### config.mk
export PLATFORM = sky130hd
export DESIGN_NAME = epr_unit
export DESIGN_NICKNAME = d
export VERILOG_FILES = /design/src/common/epr_pkg.sv /design/src/epr_prio_enc.sv /design/src/epr_unit.sv
export SDC_FILE = /design/constraint.sdc
export NUM_CORES = 1
export LEC_CHECK = 0
export ABC_AREA = 1
export ABC_CLOCK_PERIOD_IN_PS = 3500
export BUFFER_PORTS_ARGS = -buffer_cell sky130_fd_sc_hd__buf_2
export CAP_MARGIN = 20
export CORE_UTILIZATION = 47
export DETAILED_ROUTE_END_ITERATION = 7
export GPL_TIMING_DRIVEN = 0
export HOLD_SLACK_MARGIN = 0.08
export PLACE_DENSITY = 0.78
export SLEW_MARGIN = 15
export SYNTH_ARGS = -nofsm -noshare
export SYNTH_HDL_FRONTEND = slang
export SYNTH_SLANG_ARGS = --single-unit
export TNS_END_PERCENT = 1
### constraint.sdc
create_clock -name hclk -period 3.5 [get_ports hclk]
set_input_delay 0.525 -clock hclk [delete_from_list [all_inputs] [get_ports hclk]]
set_output_delay 0.525 -clock hclk [all_outputs]
set_load 0.05 [all_outputs]
### src/common/epr_pkg.sv
// Constants for the exception priority and reset unit.
// Assumes one processor clock and an AHB-Lite register slave.
package epr_pkg;
   // ****************************************
   // Register map (byte addresses)
   // ****************************************
   localparam logic [7:0] ADDR_STATUS   = 8'h00;
   localparam logic [7:0] ADDR_CAUSE    = 8'h04;
   localparam logic [7:0] ADDR_BADADDR  = 8'h08;
   localparam logic [7:0] ADDR_PAGE     = 8'h0c;
   localparam logic [7:0] ADDR_RETADDR  = 8'h10;
   localparam logic [7:0] ADDR_VECTOR   = 8'h14;
   localparam logic [7:0] ADDR_EVCOUNT  = 8'h18;
   localparam logic [7:0] ADDR_ZERO     = 8'h1c;
   // Status field positions
   localparam int ST_GIE  = 0;
   localparam int ST_USER = 1;
   localparam int ST_RST_IE = 2;
   localparam int ST_LVL_LO = 3;
   localparam int ST_LVL_W = 6;
   localparam logic [31:0] STATUS_RESET = 32'h0000_0004;
   // ****************************************
   // Cause codes
   // ****************************************
   localparam logic [4:0] C_RESET = 5'h00;
   localparam logic [4:0] C_CPURST = 5'h01;
   localparam logic [4:0] C_IRQ = 5'h02;
   localparam logic [4:0] C_TRAP = 5'h03;
   localparam logic [4:0] C_UNIMPL = 5'h04;
   localparam logic [4:0] C_ILLEGAL = 5'h05;
   localparam logic [4:0] C_MIS_DATA = 5'h06;
   localparam logic [4:0] C_MIS_DEST = 5'h07;
   localparam logic [4:0] C_DIV = 5'h08;
   localparam logic [4:0] C_SUPV_IADDR = 5'h09;
   localparam logic [4:0] C_SUPV_INSTR = 5'h0a;
   localparam logic [4:0] C_SUPV_DADDR = 5'h0b;
   localparam logic [4:0] C_TLB_MISS = 5'h0c;
   localparam logic [4:0] C_TLB_EXEC = 5'h0d;
   localparam logic [4:0] C_TLB_READ = 5'h0e;
   localparam logic [4:0] C_TLB_WRITE = 5'h0f;
   localparam logic [4:0] C_MPU_I = 5'h10;
   localparam logic [4:0] C_MPU_D = 5'h11;
   // Source indices, highest priority first
   localparam int NSRC = 25;
   localparam int S_RESET = 0, S_HWBRK = 1, S_CPURST = 2, S_IIRQ = 3, S_NMI = 4;
   localparam int S_EIRQ = 5, S_SUPV_IA = 6, S_FTLB_I = 7, S_DTLB_I = 8;
   localparam int S_TLBX = 9, S_MPU_I = 10, S_SUPV_I = 11, S_TRAP = 12;
   localparam int S_ILL = 13, S_UNIMPL = 14, S_BRKI = 15, S_SUPV_DA = 16;
   localparam int S_MIS_D = 17, S_MIS_DST = 18, S_DIV = 19, S_FTLB_D = 20;
   localparam int S_DTLB_D = 21, S_TLBR = 22, S_TLBW = 23, S_MPU_D = 24;
   localparam logic [31:0] RET_OFFSET = 32'h0000_0004;
   // Reset sequence length: one cycle for the line invalidate
   localparam int INV_CYCLES = 1;
   typedef enum logic [1:0] {EPR_IN_RESET, EPR_INVALIDATE, EPR_RUN} epr_state_t;
endpackage

### src/epr_prio_enc.sv
// Fixed priority picker: lowest set index wins.
// Assumes request bits already gated by configuration options.
`timescale 1ns/10ps
`default_nettype none
module epr_prio_enc #(
   parameter int N = 25
) (
   input  wire logic [N-1:0]         req,
   output logic                      any,
   output logic [$clog2(N)-1:0]      idx
);
   // ****************************************
   // Priority scan
   // ****************************************
   // Downward loop so the top ranked source is assigned last and wins
   always_comb begin
      any = |req;
      idx = '0;
      for (int i = N - 1; i >= 0; i--) begin
         if (req[i]) begin
            idx = i[$clog2(N)-1:0];
         end
      end
   end
endmodule
`default_nettype wire

### src/epr_unit.sv
// Exception ranking, cause and vector selection, and reset entry.
// Assumes fault pulses come from the pipeline one cycle each, precise.
//
// The AHB-Lite interface to the registers and the address map are this design's own decisions.
`timescale 1ns/10ps
`default_nettype none
module epr_unit #(
   parameter logic [31:0] RESET_VECTOR   = 32'h0000_0000,
   parameter logic [31:0] BREAK_VECTOR   = 32'h0000_0020,
   parameter logic [31:0] GENERAL_VECTOR = 32'h0000_0040,
   parameter logic [31:0] FAST_TLB_VECTOR = 32'h0000_0060,
   parameter bit HAS_IIC = 1'b1,
   parameter bit HAS_EIC = 1'b1,
   parameter bit HAS_MMU = 1'b1,
   parameter bit HAS_MPU = 1'b0,
   parameter bit HAS_ILL_DET = 1'b1,
   parameter bit HAS_MEM_DET = 1'b1,
   parameter bit HAS_DIV_DET = 1'b1,
   parameter int VPN_W = 20
) (
   input  wire logic                  hclk,
   input  wire logic                  hresetn,
   // AHB-Lite slave
   input  wire logic                  hsel,
   input  wire logic [31:0]           haddr,
   input  wire logic [1:0]            htrans,
   input  wire logic                  hwrite,
   input  wire logic [2:0]            hsize,
   input  wire logic [31:0]           hwdata,
   input  wire logic                  hready,
   output logic [31:0]                hrdata,
   output logic                       hreadyout,
   output logic                       hresp,
   // Request side
   input  wire logic                  hw_break,
   input  wire logic                  cpu_reset_req,
   input  wire logic                  int_irq,
   input  wire logic                  ext_irq,
   input  wire logic                  ext_nmi,
   input  wire logic [5:0]            requested_irq_level,
   input  wire logic [31:0]           ext_handler_addr,
   // Fault side, one bit per instruction-related or data-related source
   input  wire logic [15:0]           fault_instr,
   input  wire logic [8:0]            fault_data,
   input  wire logic [31:0]           exception_return_addr,
   input  wire logic [31:0]           break_return_addr,
   input  wire logic [31:0]           fault_data_addr,
   input  wire logic [VPN_W-1:0]      fault_vpn,
   // Outputs to pipeline and cache
   output logic                       take,
   output logic [31:0]                target_pc,
   output logic                       icache_inv,
   output logic [31:0]                icache_inv_addr,
   output logic                       in_reset,
   output logic                       global_irq_enable,
   output logic                       supervisor,
   output logic [31:0]                zero_register
);
   // ****************************************
   // Request gathering
   // ****************************************
   epr_pkg::epr_state_t state;
   logic [31:0] status;
   logic [4:0]  cause;
   logic [31:0] bad_addr;
   logic [VPN_W-1:0] page_table_virtual_page;
   logic [31:0] assoc_addr;
   logic [31:0] vector_taken;
   logic [15:0] ev_count;
   logic [5:0]  current_irq_level;
   logic [epr_pkg::NSRC-1:0] req;
   logic        win_any;
   logic [4:0]  win;
   logic        running;

   assign running = (state == epr_pkg::EPR_RUN);
   assign current_irq_level = status[epr_pkg::ST_LVL_LO +: epr_pkg::ST_LVL_W];
   assign global_irq_enable = status[epr_pkg::ST_GIE];
   assign supervisor = !status[epr_pkg::ST_USER];
   assign zero_register = 32'h0000_0000;
   assign in_reset = !running;

   // Option gating of the configurable sources; faults arrive on any fetch
   always_comb begin
      req = '0;
      req[epr_pkg::S_HWBRK] = hw_break;
      req[epr_pkg::S_CPURST] = cpu_reset_req;
      req[epr_pkg::S_IIRQ] = HAS_IIC && int_irq && global_irq_enable;
      req[epr_pkg::S_NMI] = HAS_EIC && ext_nmi;
      req[epr_pkg::S_EIRQ] = HAS_EIC && ext_irq && global_irq_enable
                             && (requested_irq_level > current_irq_level);
      req[epr_pkg::S_SUPV_IA] = HAS_MMU && fault_instr[0];
      req[epr_pkg::S_FTLB_I] = HAS_MMU && fault_instr[1];
      req[epr_pkg::S_DTLB_I] = HAS_MMU && fault_instr[2];
      req[epr_pkg::S_TLBX] = HAS_MMU && fault_instr[3];
      req[epr_pkg::S_MPU_I] = HAS_MPU && fault_instr[4];
      req[epr_pkg::S_SUPV_I] = (HAS_MMU || HAS_MPU) && fault_instr[5];
      req[epr_pkg::S_TRAP] = fault_instr[6];
      req[epr_pkg::S_ILL] = (HAS_ILL_DET || HAS_MMU || HAS_MPU) && fault_instr[7];
      req[epr_pkg::S_UNIMPL] = fault_instr[8];
      req[epr_pkg::S_BRKI] = fault_instr[9];
      req[epr_pkg::S_SUPV_DA] = HAS_MMU && fault_data[0];
      req[epr_pkg::S_MIS_D] = (HAS_MEM_DET || HAS_MMU || HAS_MPU) && fault_data[1];
      req[epr_pkg::S_MIS_DST] = (HAS_MEM_DET || HAS_MMU || HAS_MPU) && fault_data[2];
      req[epr_pkg::S_DIV] = HAS_DIV_DET && fault_data[3];
      req[epr_pkg::S_FTLB_D] = HAS_MMU && fault_data[4];
      req[epr_pkg::S_DTLB_D] = HAS_MMU && fault_data[5];
      req[epr_pkg::S_TLBR] = HAS_MMU && fault_data[6];
      req[epr_pkg::S_TLBW] = HAS_MMU && fault_data[7];
      req[epr_pkg::S_MPU_D] = HAS_MPU && fault_data[8];
   end

   // Single ranking point so losers can never touch state
   epr_prio_enc #(
      .N (epr_pkg::NSRC)
   ) u_prio (
      .req (req),
      .any (win_any),
      .idx (win)
   );

   // ****************************************
   // Decode helpers
   // ****************************************
   // Cause for each source; a clear bit 5 marks no cause written
   function automatic logic [5:0] cause_of(input logic [4:0] s);
      case (s)
         5'd2: cause_of = {1'b1, epr_pkg::C_CPURST};
         5'd3, 5'd5: cause_of = {1'b1, epr_pkg::C_IRQ};
         5'd6: cause_of = {1'b1, epr_pkg::C_SUPV_IADDR};
         5'd7, 5'd8, 5'd20, 5'd21: cause_of = {1'b1, epr_pkg::C_TLB_MISS};
         5'd9: cause_of = {1'b1, epr_pkg::C_TLB_EXEC};
         5'd10: cause_of = {1'b1, epr_pkg::C_MPU_I};
         5'd11: cause_of = {1'b1, epr_pkg::C_SUPV_INSTR};
         5'd12: cause_of = {1'b1, epr_pkg::C_TRAP};
         5'd13: cause_of = {1'b1, epr_pkg::C_ILLEGAL};
         5'd14: cause_of = {1'b1, epr_pkg::C_UNIMPL};
         5'd16: cause_of = {1'b1, epr_pkg::C_SUPV_DADDR};
         5'd17: cause_of = {1'b1, epr_pkg::C_MIS_DATA};
         5'd18: cause_of = {1'b1, epr_pkg::C_MIS_DEST};
         5'd19: cause_of = {1'b1, epr_pkg::C_DIV};
         5'd22: cause_of = {1'b1, epr_pkg::C_TLB_READ};
         5'd23: cause_of = {1'b1, epr_pkg::C_TLB_WRITE};
         5'd24: cause_of = {1'b1, epr_pkg::C_MPU_D};
         default: cause_of = 6'h00; // Breaks and NMI leave cause alone
      endcase
   endfunction

   // Vector for each source
   function automatic logic [31:0] vector_of(input logic [4:0] s, input logic [31:0] rha);
      case (s)
         5'd0, 5'd2: vector_of = RESET_VECTOR;
         5'd1, 5'd15: vector_of = BREAK_VECTOR;
         5'd4, 5'd5: vector_of = rha;
         5'd7, 5'd20: vector_of = FAST_TLB_VECTOR;
         default: vector_of = GENERAL_VECTOR;
      endcase
   endfunction

   logic [5:0]  win_cause;
   logic [31:0] win_vector;
   logic        win_baddr;
   logic        win_vpn;
   logic        win_ret;
   logic        win_brk;
   assign win_cause = cause_of(win);
   assign win_vector = vector_of(win, ext_handler_addr);
   // Data-side faults that record the data or destination address
   assign win_baddr = (win >= 5'd16);
   assign win_vpn = (win >= 5'd7 && win <= 5'd9) || (win >= 5'd20 && win <= 5'd23);
   assign win_ret = (win >= 5'd3 && win <= 5'd14) || (win == 5'd19);
   assign win_brk = (win == 5'd15);
   assign take = running && win_any;

   // ****************************************
   // Reset entry sequence
   // ****************************************
   // Invalidate the reset line before the first fetch so it comes uncached
   always_ff @(posedge hclk or negedge hresetn) begin
      if (!hresetn) begin
         state <= epr_pkg::EPR_IN_RESET;
      end else begin
         case (state)
            epr_pkg::EPR_IN_RESET: state <= epr_pkg::EPR_INVALIDATE;
            epr_pkg::EPR_INVALIDATE: state <= epr_pkg::EPR_RUN;
            epr_pkg::EPR_RUN: begin
               if (take && win == 5'(epr_pkg::S_CPURST)) begin
                  state <= epr_pkg::EPR_INVALIDATE;
               end
            end
            default: state <= epr_pkg::EPR_IN_RESET;
         endcase
      end
   end
   assign icache_inv = (state == epr_pkg::EPR_INVALIDATE);
   assign icache_inv_addr = RESET_VECTOR;

   // Fetch target: reset vector leaves invalidate state, else the winner
   always_ff @(posedge hclk or negedge hresetn) begin
      if (!hresetn) begin
         target_pc <= 32'h0000_0000;
      end else if (state == epr_pkg::EPR_INVALIDATE) begin
         target_pc <= RESET_VECTOR;
      end else if (take) begin
         target_pc <= win_vector;
      end
   end

   // ****************************************
   // Status register
   // ****************************************
   // Software writes steer interrupt enable and level
   logic wr_pend;
   logic [7:0] addr_q;
   always_ff @(posedge hclk or negedge hresetn) begin
      if (!hresetn) begin
         status <= epr_pkg::STATUS_RESET;
      end else if (take && (win == 5'(epr_pkg::S_CPURST))) begin
         status <= epr_pkg::STATUS_RESET;
      end else if (take) begin
         status[epr_pkg::ST_GIE] <= 1'b0;
         status[epr_pkg::ST_USER] <= 1'b0;
      end else if (wr_pend && addr_q == epr_pkg::ADDR_STATUS) begin
         status <= {23'h00_0000, hwdata[8:0]};
      end
   end

   // ****************************************
   // Cause, addresses and counters
   // ****************************************
   // Only the winner updates, so lower sources in the same cycle are lost
   always_ff @(posedge hclk or negedge hresetn) begin
      if (!hresetn) begin
         cause <= epr_pkg::C_RESET;
      end else if (take && win_cause[5]) begin
         cause <= win_cause[4:0];
      end
   end // Break and NMI fall through untouched

   always_ff @(posedge hclk or negedge hresetn) begin
      if (!hresetn) begin
         bad_addr <= 32'h0000_0000;
      end else if (take && win_baddr) begin
         bad_addr <= fault_data_addr;
      end
   end

   always_ff @(posedge hclk or negedge hresetn) begin
      if (!hresetn) begin
         page_table_virtual_page <= '0;
      end else if (take && win_vpn) begin
         page_table_virtual_page <= fault_vpn;
      end
   end

   // Precise: address of the faulting instruction so it can re-run
   always_ff @(posedge hclk or negedge hresetn) begin
      if (!hresetn) begin
         assoc_addr <= 32'h0000_0000;
      end else if (take && win_ret) begin
         assoc_addr <= exception_return_addr - epr_pkg::RET_OFFSET;
      end else if (take && win_brk) begin
         assoc_addr <= break_return_addr - epr_pkg::RET_OFFSET;
      end
   end

   always_ff @(posedge hclk or negedge hresetn) begin
      if (!hresetn) begin
         vector_taken <= 32'h0000_0000;
         ev_count <= 16'h0000;
      end else if (take) begin
         vector_taken <= win_vector;
         ev_count <= ev_count + 16'h0001;
      end
   end

   // ****************************************
   // AHB-Lite slave, zero wait, always OKAY
   // ****************************************
   always_ff @(posedge hclk or negedge hresetn) begin
      if (!hresetn) begin
         wr_pend <= 1'b0;
         addr_q <= 8'h00;
      end else if (hready) begin
         wr_pend <= hsel && htrans[1] && hwrite && (hsize == 3'h2); // Word writes only
         addr_q <= haddr[7:0];
      end
   end

   // Read data registered at the address phase for a flop-driven output
   always_ff @(posedge hclk or negedge hresetn) begin
      if (!hresetn) begin
         hrdata <= 32'h0000_0000;
      end else if (hready && hsel && htrans[1] && !hwrite) begin
         case (haddr[7:0])
            epr_pkg::ADDR_STATUS: hrdata <= status;
            epr_pkg::ADDR_CAUSE: hrdata <= {27'h000_0000, cause};
            epr_pkg::ADDR_BADADDR: hrdata <= bad_addr;
            epr_pkg::ADDR_PAGE: hrdata <= 32'(page_table_virtual_page);
            epr_pkg::ADDR_RETADDR: hrdata <= assoc_addr;
            epr_pkg::ADDR_VECTOR: hrdata <= vector_taken;
            epr_pkg::ADDR_EVCOUNT: hrdata <= {16'h0000, ev_count};
            default: hrdata <= 32'h0000_0000; // Unmapped and zero register
         endcase
      end
   end
   assign hreadyout = 1'b1;
   assign hresp = 1'b0;
endmodule
`default_nettype wire

**Word-level counts from Yosys, hierarchy flattened**

Memory sizes are Yosys's and may differ from the RTL's.
Index checks and enable logic that the tools add are counted.

- Bits in registers: 244
- Bits in read-only memories: 192
- Memories kept: 1

Memory list:

| memory | words | bits a word | read ports | clocked after memory_dff | wr ports | RTL line | source |
|---|---|---|---|---|---|---|---|
| (name not given) | 32 | 6 | 1 | 0 | 0 | epr_unit.sv:127 | `case (s)` |

- Add/sub/neg operators: 3
- Order comparisons: 8
- Eq/ne operators: 19
- Mux-type cells: 34
- Reduce and logical (&&, ||, !) cells: 39

Operators by type and width:

| cell | number |
|---|---|
| $pmux W32 S7 | 1 |
| $mux W32 | 6 |
| $pmux W32 S4 | 1 |
| $mux W5 | 22 |
| $sub A32 B3 Y32 const B | 2 |
| $mux W30 | 1 |
| $eq A8 B5 Y1 const B | 3 |
| $reduce_or A22 Y1 | 1 |
| $logic_and A1 B1 Y1 | 20 |
| $add A16 B1 Y16 const B | 1 |
| $eq A8 B4 Y1 const B | 2 |
| $logic_not A8 Y1 | 2 |
| $eq A5 B3 Y1 const B | 3 |
| $eq A5 B5 Y1 const B | 2 |
| $ge A5 B5 Y1 const B | 2 |
| $le A5 B4 Y1 const B | 2 |
| $eq A8 B3 Y1 const B | 1 |
| $reduce_or A2 Y1 | 4 |
| $gt A6 B6 Y1 | 1 |
| $pmux W2 S3 | 1 |
| $reduce_bool A2 Y1 | 3 |
| $eq A5 B1 Y1 const B | 1 |
| $eq A5 B2 Y1 const B | 1 |
| $eq A5 B4 Y1 const B | 1 |
| 14 further kinds | 19 |

**Logic depth before layout (Yosys ltp)**

- Word-level depth: 27
- Gate-level depth with buffers: 36
- Gate-level depth less buffers: 35

**By module**

Synthesis repeated with hierarchy kept, for this count alone.

- Cells, all modules: 1568
- Area total of the unflattened synthesis: 12300.5 sq um

Modules (own cells, without submodules):

| module | instances | cells an instance | area each (sq um) | seq. area each (sq um) |
|---|---|---|---|---|
| epr_unit | 1 | 1488 | 11940.2 | 5531.6 |
| epr_prio_enc | 1 | 80 | 360.3 | 0.0 |

**Least setup slack after synthesis**

OpenSTA, ideal clock, no wires.

- Kind: input port to flip-flop
- Start: in requested_irq_level[5]
- End: reg assoc_addr[28]
- Setup time: 0.117 ns
- Arrival time: 3.348 ns
- Required time: 3.383 ns
- Setup slack: 0.035 ns
- Stages: 25
- Path buffers: 1
- Path through: ha_1 -> nand4_1 -> o221ai_1 -> nand2_2 -> o21ai_0 -> inv_1 -> nand2_1 -> nand2_1 -> nand2_1 -> ha_1 -> nand2_1 -> nand2_4 -> buf_2 -> nand3b_1 -> nand2_2 -> ha_1 -> nand2_1 -> nor2_4 -> nand2_2 -> nor2_1 -> nand2_1 -> nand2_1 -> nand2_1 -> nand2_1 -> nand2_1

- Word-level cells in the longest chain between the ends: 12

Ends and longest elaborated chain:

| item | RTL line | source |
|---|---|---|
| start: declaration | epr_unit.sv:40 | `input wire logic [5:0] requested_irq_level,` |
| $gt A6 B6 Y1 (*) | epr_unit.sv:91 | `&& (requested_irq_level > current_irq_level);` |
| $logic_and A1 B1 Y1 (*) | epr_unit.sv:91 |  |
| $mux W5 (5 in a row) | epr_prio_enc.sv:20 | `if (req[i]) begin` |
| $ge A5 B2 Y1 / $le A5 B4 Y1 (equally long branches) | epr_unit.sv:171 | `assign win_ret = (win >= 5'd3 && win <= 5'd14) \|\| (win == 5'd19);` |
| $logic_and A1 B1 Y1 | epr_unit.sv:171 |  |
| $logic_or A1 B1 Y1 | epr_unit.sv:171 |  |
| $logic_and A1 B1 Y1 | epr_unit.sv:260 | `end else if (take && win_ret) begin` |
| $mux W32 / $reduce_bool A2 Y1 (equally long branches) | - |  |
| end signal: assignment | epr_unit.sv:261 | `assoc_addr <= exception_return_addr - epr_pkg::RET_OFFSET;` |
| end signal: assignment | epr_unit.sv:263 | `assoc_addr <= break_return_addr - epr_pkg::RET_OFFSET;` |
| end: declaration | epr_unit.sv:67 | `logic [31:0] assoc_addr;` |

Every way passes the cells marked *; elsewhere a longest branch is shown, timed or not.
A chain may end at the register's enable or synchronous reset.

**Worst setup path after layout**

- Start: reg status[8]
- End: reg assoc_addr[22]

- Word-level cells in the longest chain between the ends: 12

Ends and longest elaborated chain:

| item | RTL line | source |
|---|---|---|
| start: declaration | epr_unit.sv:63 | `logic [31:0] status;` |
| start signal: assignment | epr_unit.sv:217 | `status <= epr_pkg::STATUS_RESET;` |
| start signal: assignment | epr_unit.sv:219 | `status <= epr_pkg::STATUS_RESET;` |
| start signal: assignment | epr_unit.sv:224 | `status <= {23'h00_0000, hwdata[8:0]};` |
| $gt A6 B6 Y1 (*) | epr_unit.sv:91 |  |
| $logic_and A1 B1 Y1 (*) | epr_unit.sv:91 |  |
| $mux W5 (5 in a row) | epr_prio_enc.sv:20 |  |
| $ge A5 B2 Y1 / $le A5 B4 Y1 (equally long branches) | epr_unit.sv:171 |  |
| $logic_and A1 B1 Y1 | epr_unit.sv:171 |  |
| $logic_or A1 B1 Y1 | epr_unit.sv:171 |  |
| $logic_and A1 B1 Y1 | epr_unit.sv:260 |  |
| $mux W32 / $reduce_bool A2 Y1 (equally long branches) | - |  |

Marks and branches as above.

==> metrics <==
vias in the first global route=10.60k; WL per Instance=16.49 microns; required time of the critical path=3890 ps; Seq pwr share=0.390; IO buf count=270; Die H=162.5 microns; top post-synthesis cells by area=dfrtp_1, nand2_1, inv_1, mux2_2, nand3_1; cells after synthesis=1475; worst-margin pin slew=1009 ps; CTS clk-pin slew, worst paths=70 ps; RSZ-0062 raised after global routing=yes; Root Buffer=clkbuf_16; CP max stage cell=dfrtp_1; FF-to-FF Start=status[8]; Worst path top cell family by delay=simple AND/OR/NAND/NOR gates; status=complete, but fails checks; Netlist cell types=54; Die X-Extent=162.5 microns; Most used DFF post-synth=dfrtp_1; CTS max path bufs=3; H-tree depth=1; FF-to-FF path depth=27; die area=0.02641 sq mm; Slew HR=0.3215; power density cells=570.2 mW/mm^2; Area growth, synth to finish=26.61%; WP buf/inv=4; Finished Cell Area=0.01533 sq mm; Nets=2123; Setup crit end kind=register; number of setup violations in the final report=2; Sink Count=221; leakage power=8.294 nW; WP data arrival=3900 ps; worst-path fanout max=9; startpoint types=register; clk_lat worst skew=510 ps; worst vdd ir=0.0004211 V; switching power=3.193 mW; largest net degree at the start of global routing=83; power share of the combinational group=0.309; final count of pins violating max slew=0; Yosys top cell area share=0.4546; GP Congestion=0.9292; CP peak stage delay=390 ps; Non-Filler Instances=2200; DRC=0; via count=11.20k; hold path depth=2; initial antenna violation count=2; worst-case hold path end point=addr_q[1]; first drt pass iteration count=5; Detailed Place HPWL=28.33 mm; reg2reg setup slack=-8 ps; min Tclk post-route=3508 ps; DP Area=0.01418 sq mm; critical path class=reg2reg; Internal=5.548 mW; post-synthesis area per instance=8.210 sq um; first-pass GRT wire length=55.71 mm; number of fillers in the final layout=2256; hold_sp=haddr[1]; Synth area leader=dfrtp_1; Final Cycle Share=1.002; CTS tree=done; Placed Cells=2141; crit-path most repeated cell=nand2_1; IO Pins=393; Hold Path Class=in2reg; vias per inst=5.091; RR Endpoint=assoc_addr[22]; Fin Clk Skew=21.02 ps; failing checks=setup timing; GRT Overall Usage=0.2728; Post-synth EDFFs=0; Yosys warning count=0; Max-Cap Viols=0; total wire length=36.28 mm; initial drt markers=917; share of cells above drive strength 1=0.2882; FP Rows=58; Net Sw Frac=0.3653; Max Fclk=285.0 MHz; asr flop ratio synth=1.000; clock network fraction of total power=0.301; Num CTS Buffers=22; register area share after synthesis=0.4568; fin worst setup slack=-8.382 ps; grt total ovfl=0; final hold violation count=0; core box area=0.02525 sq mm; Initial Util=0.4795; Antenna Nets Post-Route=0; Syn Std Cell Area=0.01211 sq mm; synthesis-stage register bit count=221
[flip-flops by register name, summed over array words and instances, names as in the netlist, 8 cells and up]
name and flops:
bad_addr 32, vector_taken 32, hrdata 32, assoc_addr 32, ev_count 16, target_pc 32
page_table_virtual_page 20, addr_q 8, status 9
[placed cells by master, fill, tap and decap left out, drive strengths merged, types with 3 or more instances in the layout]
| cell type | count |
|---|---|
| a21o | 5 |
| a21oi | 43 |
| a221o | 4 |
| a221oi | 20 |
| a31oi | 6 |
| a32o | 7 |
| buf | 372 |
| bufinv | 4 |
| clkbuf | 65 |
| clkinv | 6 |
| conb | 66 |
| dfrtp | 220 |
| diode | 3 |
| ha | 14 |
| inv | 172 |
| mux2 | 48 |
| nand2 | 381 |
| nand3 | 107 |
| nand3b | 30 |
| nand4 | 7 |
| nor2 | 120 |
| nor3 | 17 |
| nor4 | 5 |
| o2111ai | 4 |
| o21ai | 87 |
| o22ai | 19 |
| o31ai | 4 |
| xnor2 | 5 |
| xor2 | 14 |
[layer usage]
metal | up-vias | GRT usage | wire, microns
li1 | 5447 | - | -
met1 | 5190 | 0.3618 | 15600
met2 | 484 | 0.4466 | 16770
met3 | 79 | 0.03896 | 2487
met4 | 0 | 0.1154 | 1421
met5 | - | 0 | 0
[worst register-to-register path, cell delays in order, from the launching register on]
cell	delay (ps)
dfrtp_1	390
inv_1	130
ha_4	220
nand4_1	130
nor2_1	70
a21oi_1	150
nand2_2	120
o21ai_1	140
inv_1	60
nand2_2	90
nand2_2	70
nand2_4	100
ha_1	170
nand2_1	90
nand2_4	130
buf_6	130
buf_12	110
nand3b_1	140
nand2_2	140
nand2_1	110
nor2_1	150
nand2_1	120
nor2_1	140
nand2_1	70
nand2_1	50
nand2_1	60
nand2_1	70
nand2_1	50
[power by group through the flow]
| stage | registers, mW | clock network (mW) | logic (mW) |
|---|---|---|---|
| after detailed placement | 3.44 | 0 | 2.58 |
| after global routing | 3.46 | 2.75 | 2.98 |
| final | 3.41 | 2.63 | 2.70 |
| after global placement | 3.42 | 0 | 2.51 |
| after floorplan | 3.57 | 0 | 1.61 |
| after CTS | 3.40 | 2.66 | 2.67 |
[timing repair]
action	in CTS	in global routing
setup endpoints to repair	53	84
gates resized for setup	40	20
buffers inserted	14	1
hold endpoints to repair	59	0
hold buffers	1	0
pin swaps	15	6
[Yosys cell counts, types with 5 or more instances]
library cell  count
nor2_4            7
buf_4            67
xnor2_1           5
buf_1             6
o22ai_1          19
nor3_1           15
ha_1             14
a21oi_1          42
a221oi_1         20
a31oi_1           6
buf_2             9
clkbuf_1         35
nand3_1         106
nor2_2            7
a32o_1            7
mux2_2           48
xor2_1           14
a21o_1            5
nand3b_1         30
nor2_1          106
o21ai_0          85
dfrtp_1         220
nand4_1           7
nand2_2          23
inv_1           168
nand2_1         355
[worst max-delay path by stage]
| stage | cells past startpoint | endpoint | start |
|---|---|---|---|
| final | 27 | assoc_addr[22] | status[8] |
| after global routing | 25 | assoc_addr[28] | status[7] |
| after CTS | 27 | assoc_addr[28] | status[7] |
| after detailed placement | 26 | assoc_addr[28] | requested_irq_level[5] |
| after global placement | 1 | assoc_addr[27] | hresetn |
| after floorplan | 25 | assoc_addr[28] | requested_irq_level[5] |
[logic make-up (layout without fill, tap and decap cells)]
logic type | after synthesis | in the layout | share of synthesized area
AND/OR/NAND/NOR | 669 | 669 | 0.2478
adder cells (fa/ha/maj) | 14 | 14 | 0.01447
flip-flops | 221 | 221 | 0.4568
XOR/XNOR | 19 | 19 | 0.01374
buffers and inverters | 293 | 621 | 0.1149
multiplexers | 49 | 49 | 0.04546
other | 2 | 69 | 0.0006202
AO/OA/AOI/OAI | 208 | 208 | 0.1062
[final cells by class]
cell class / count / area, sq um / area share
Buffer: 120 / 778.2 / 0.05076
Multi-Input combinational cell: 1025 / 5560 / 0.3627
Inverter: 173 / 651.9 / 0.04252
Clock buffer: 30 / 661.9 / 0.04317
Clock inverter: 10 / 156.4 / 0.01020
Sequential cell: 221 / 5532 / 0.3608
Antenna cell: 3 / 7.507 / 0.0004897
Tap cell: 330 / 412.9 / 0.02693
Timing Repair Buffer: 288 / 1570 / 0.1024
[through the flow]
step                      TNS [ps]  power, mW    util  worst slack (ps)  hold slack [ps]
after floorplan                  0      5.173       -             35.33            229.4
after global placement     -414150      5.938  0.5589             -1808            437.4
after detailed placement    -26560      6.021  0.5617            -794.4            456.3
after CTS                   -41.53      8.730  0.6049            -28.24            241.0
after global routing        -11230      9.194  0.6070            -323.0            247.8
final                       -8.821      8.741  0.6071            -8.382            257.6
(Power assumes the default switching activity.)
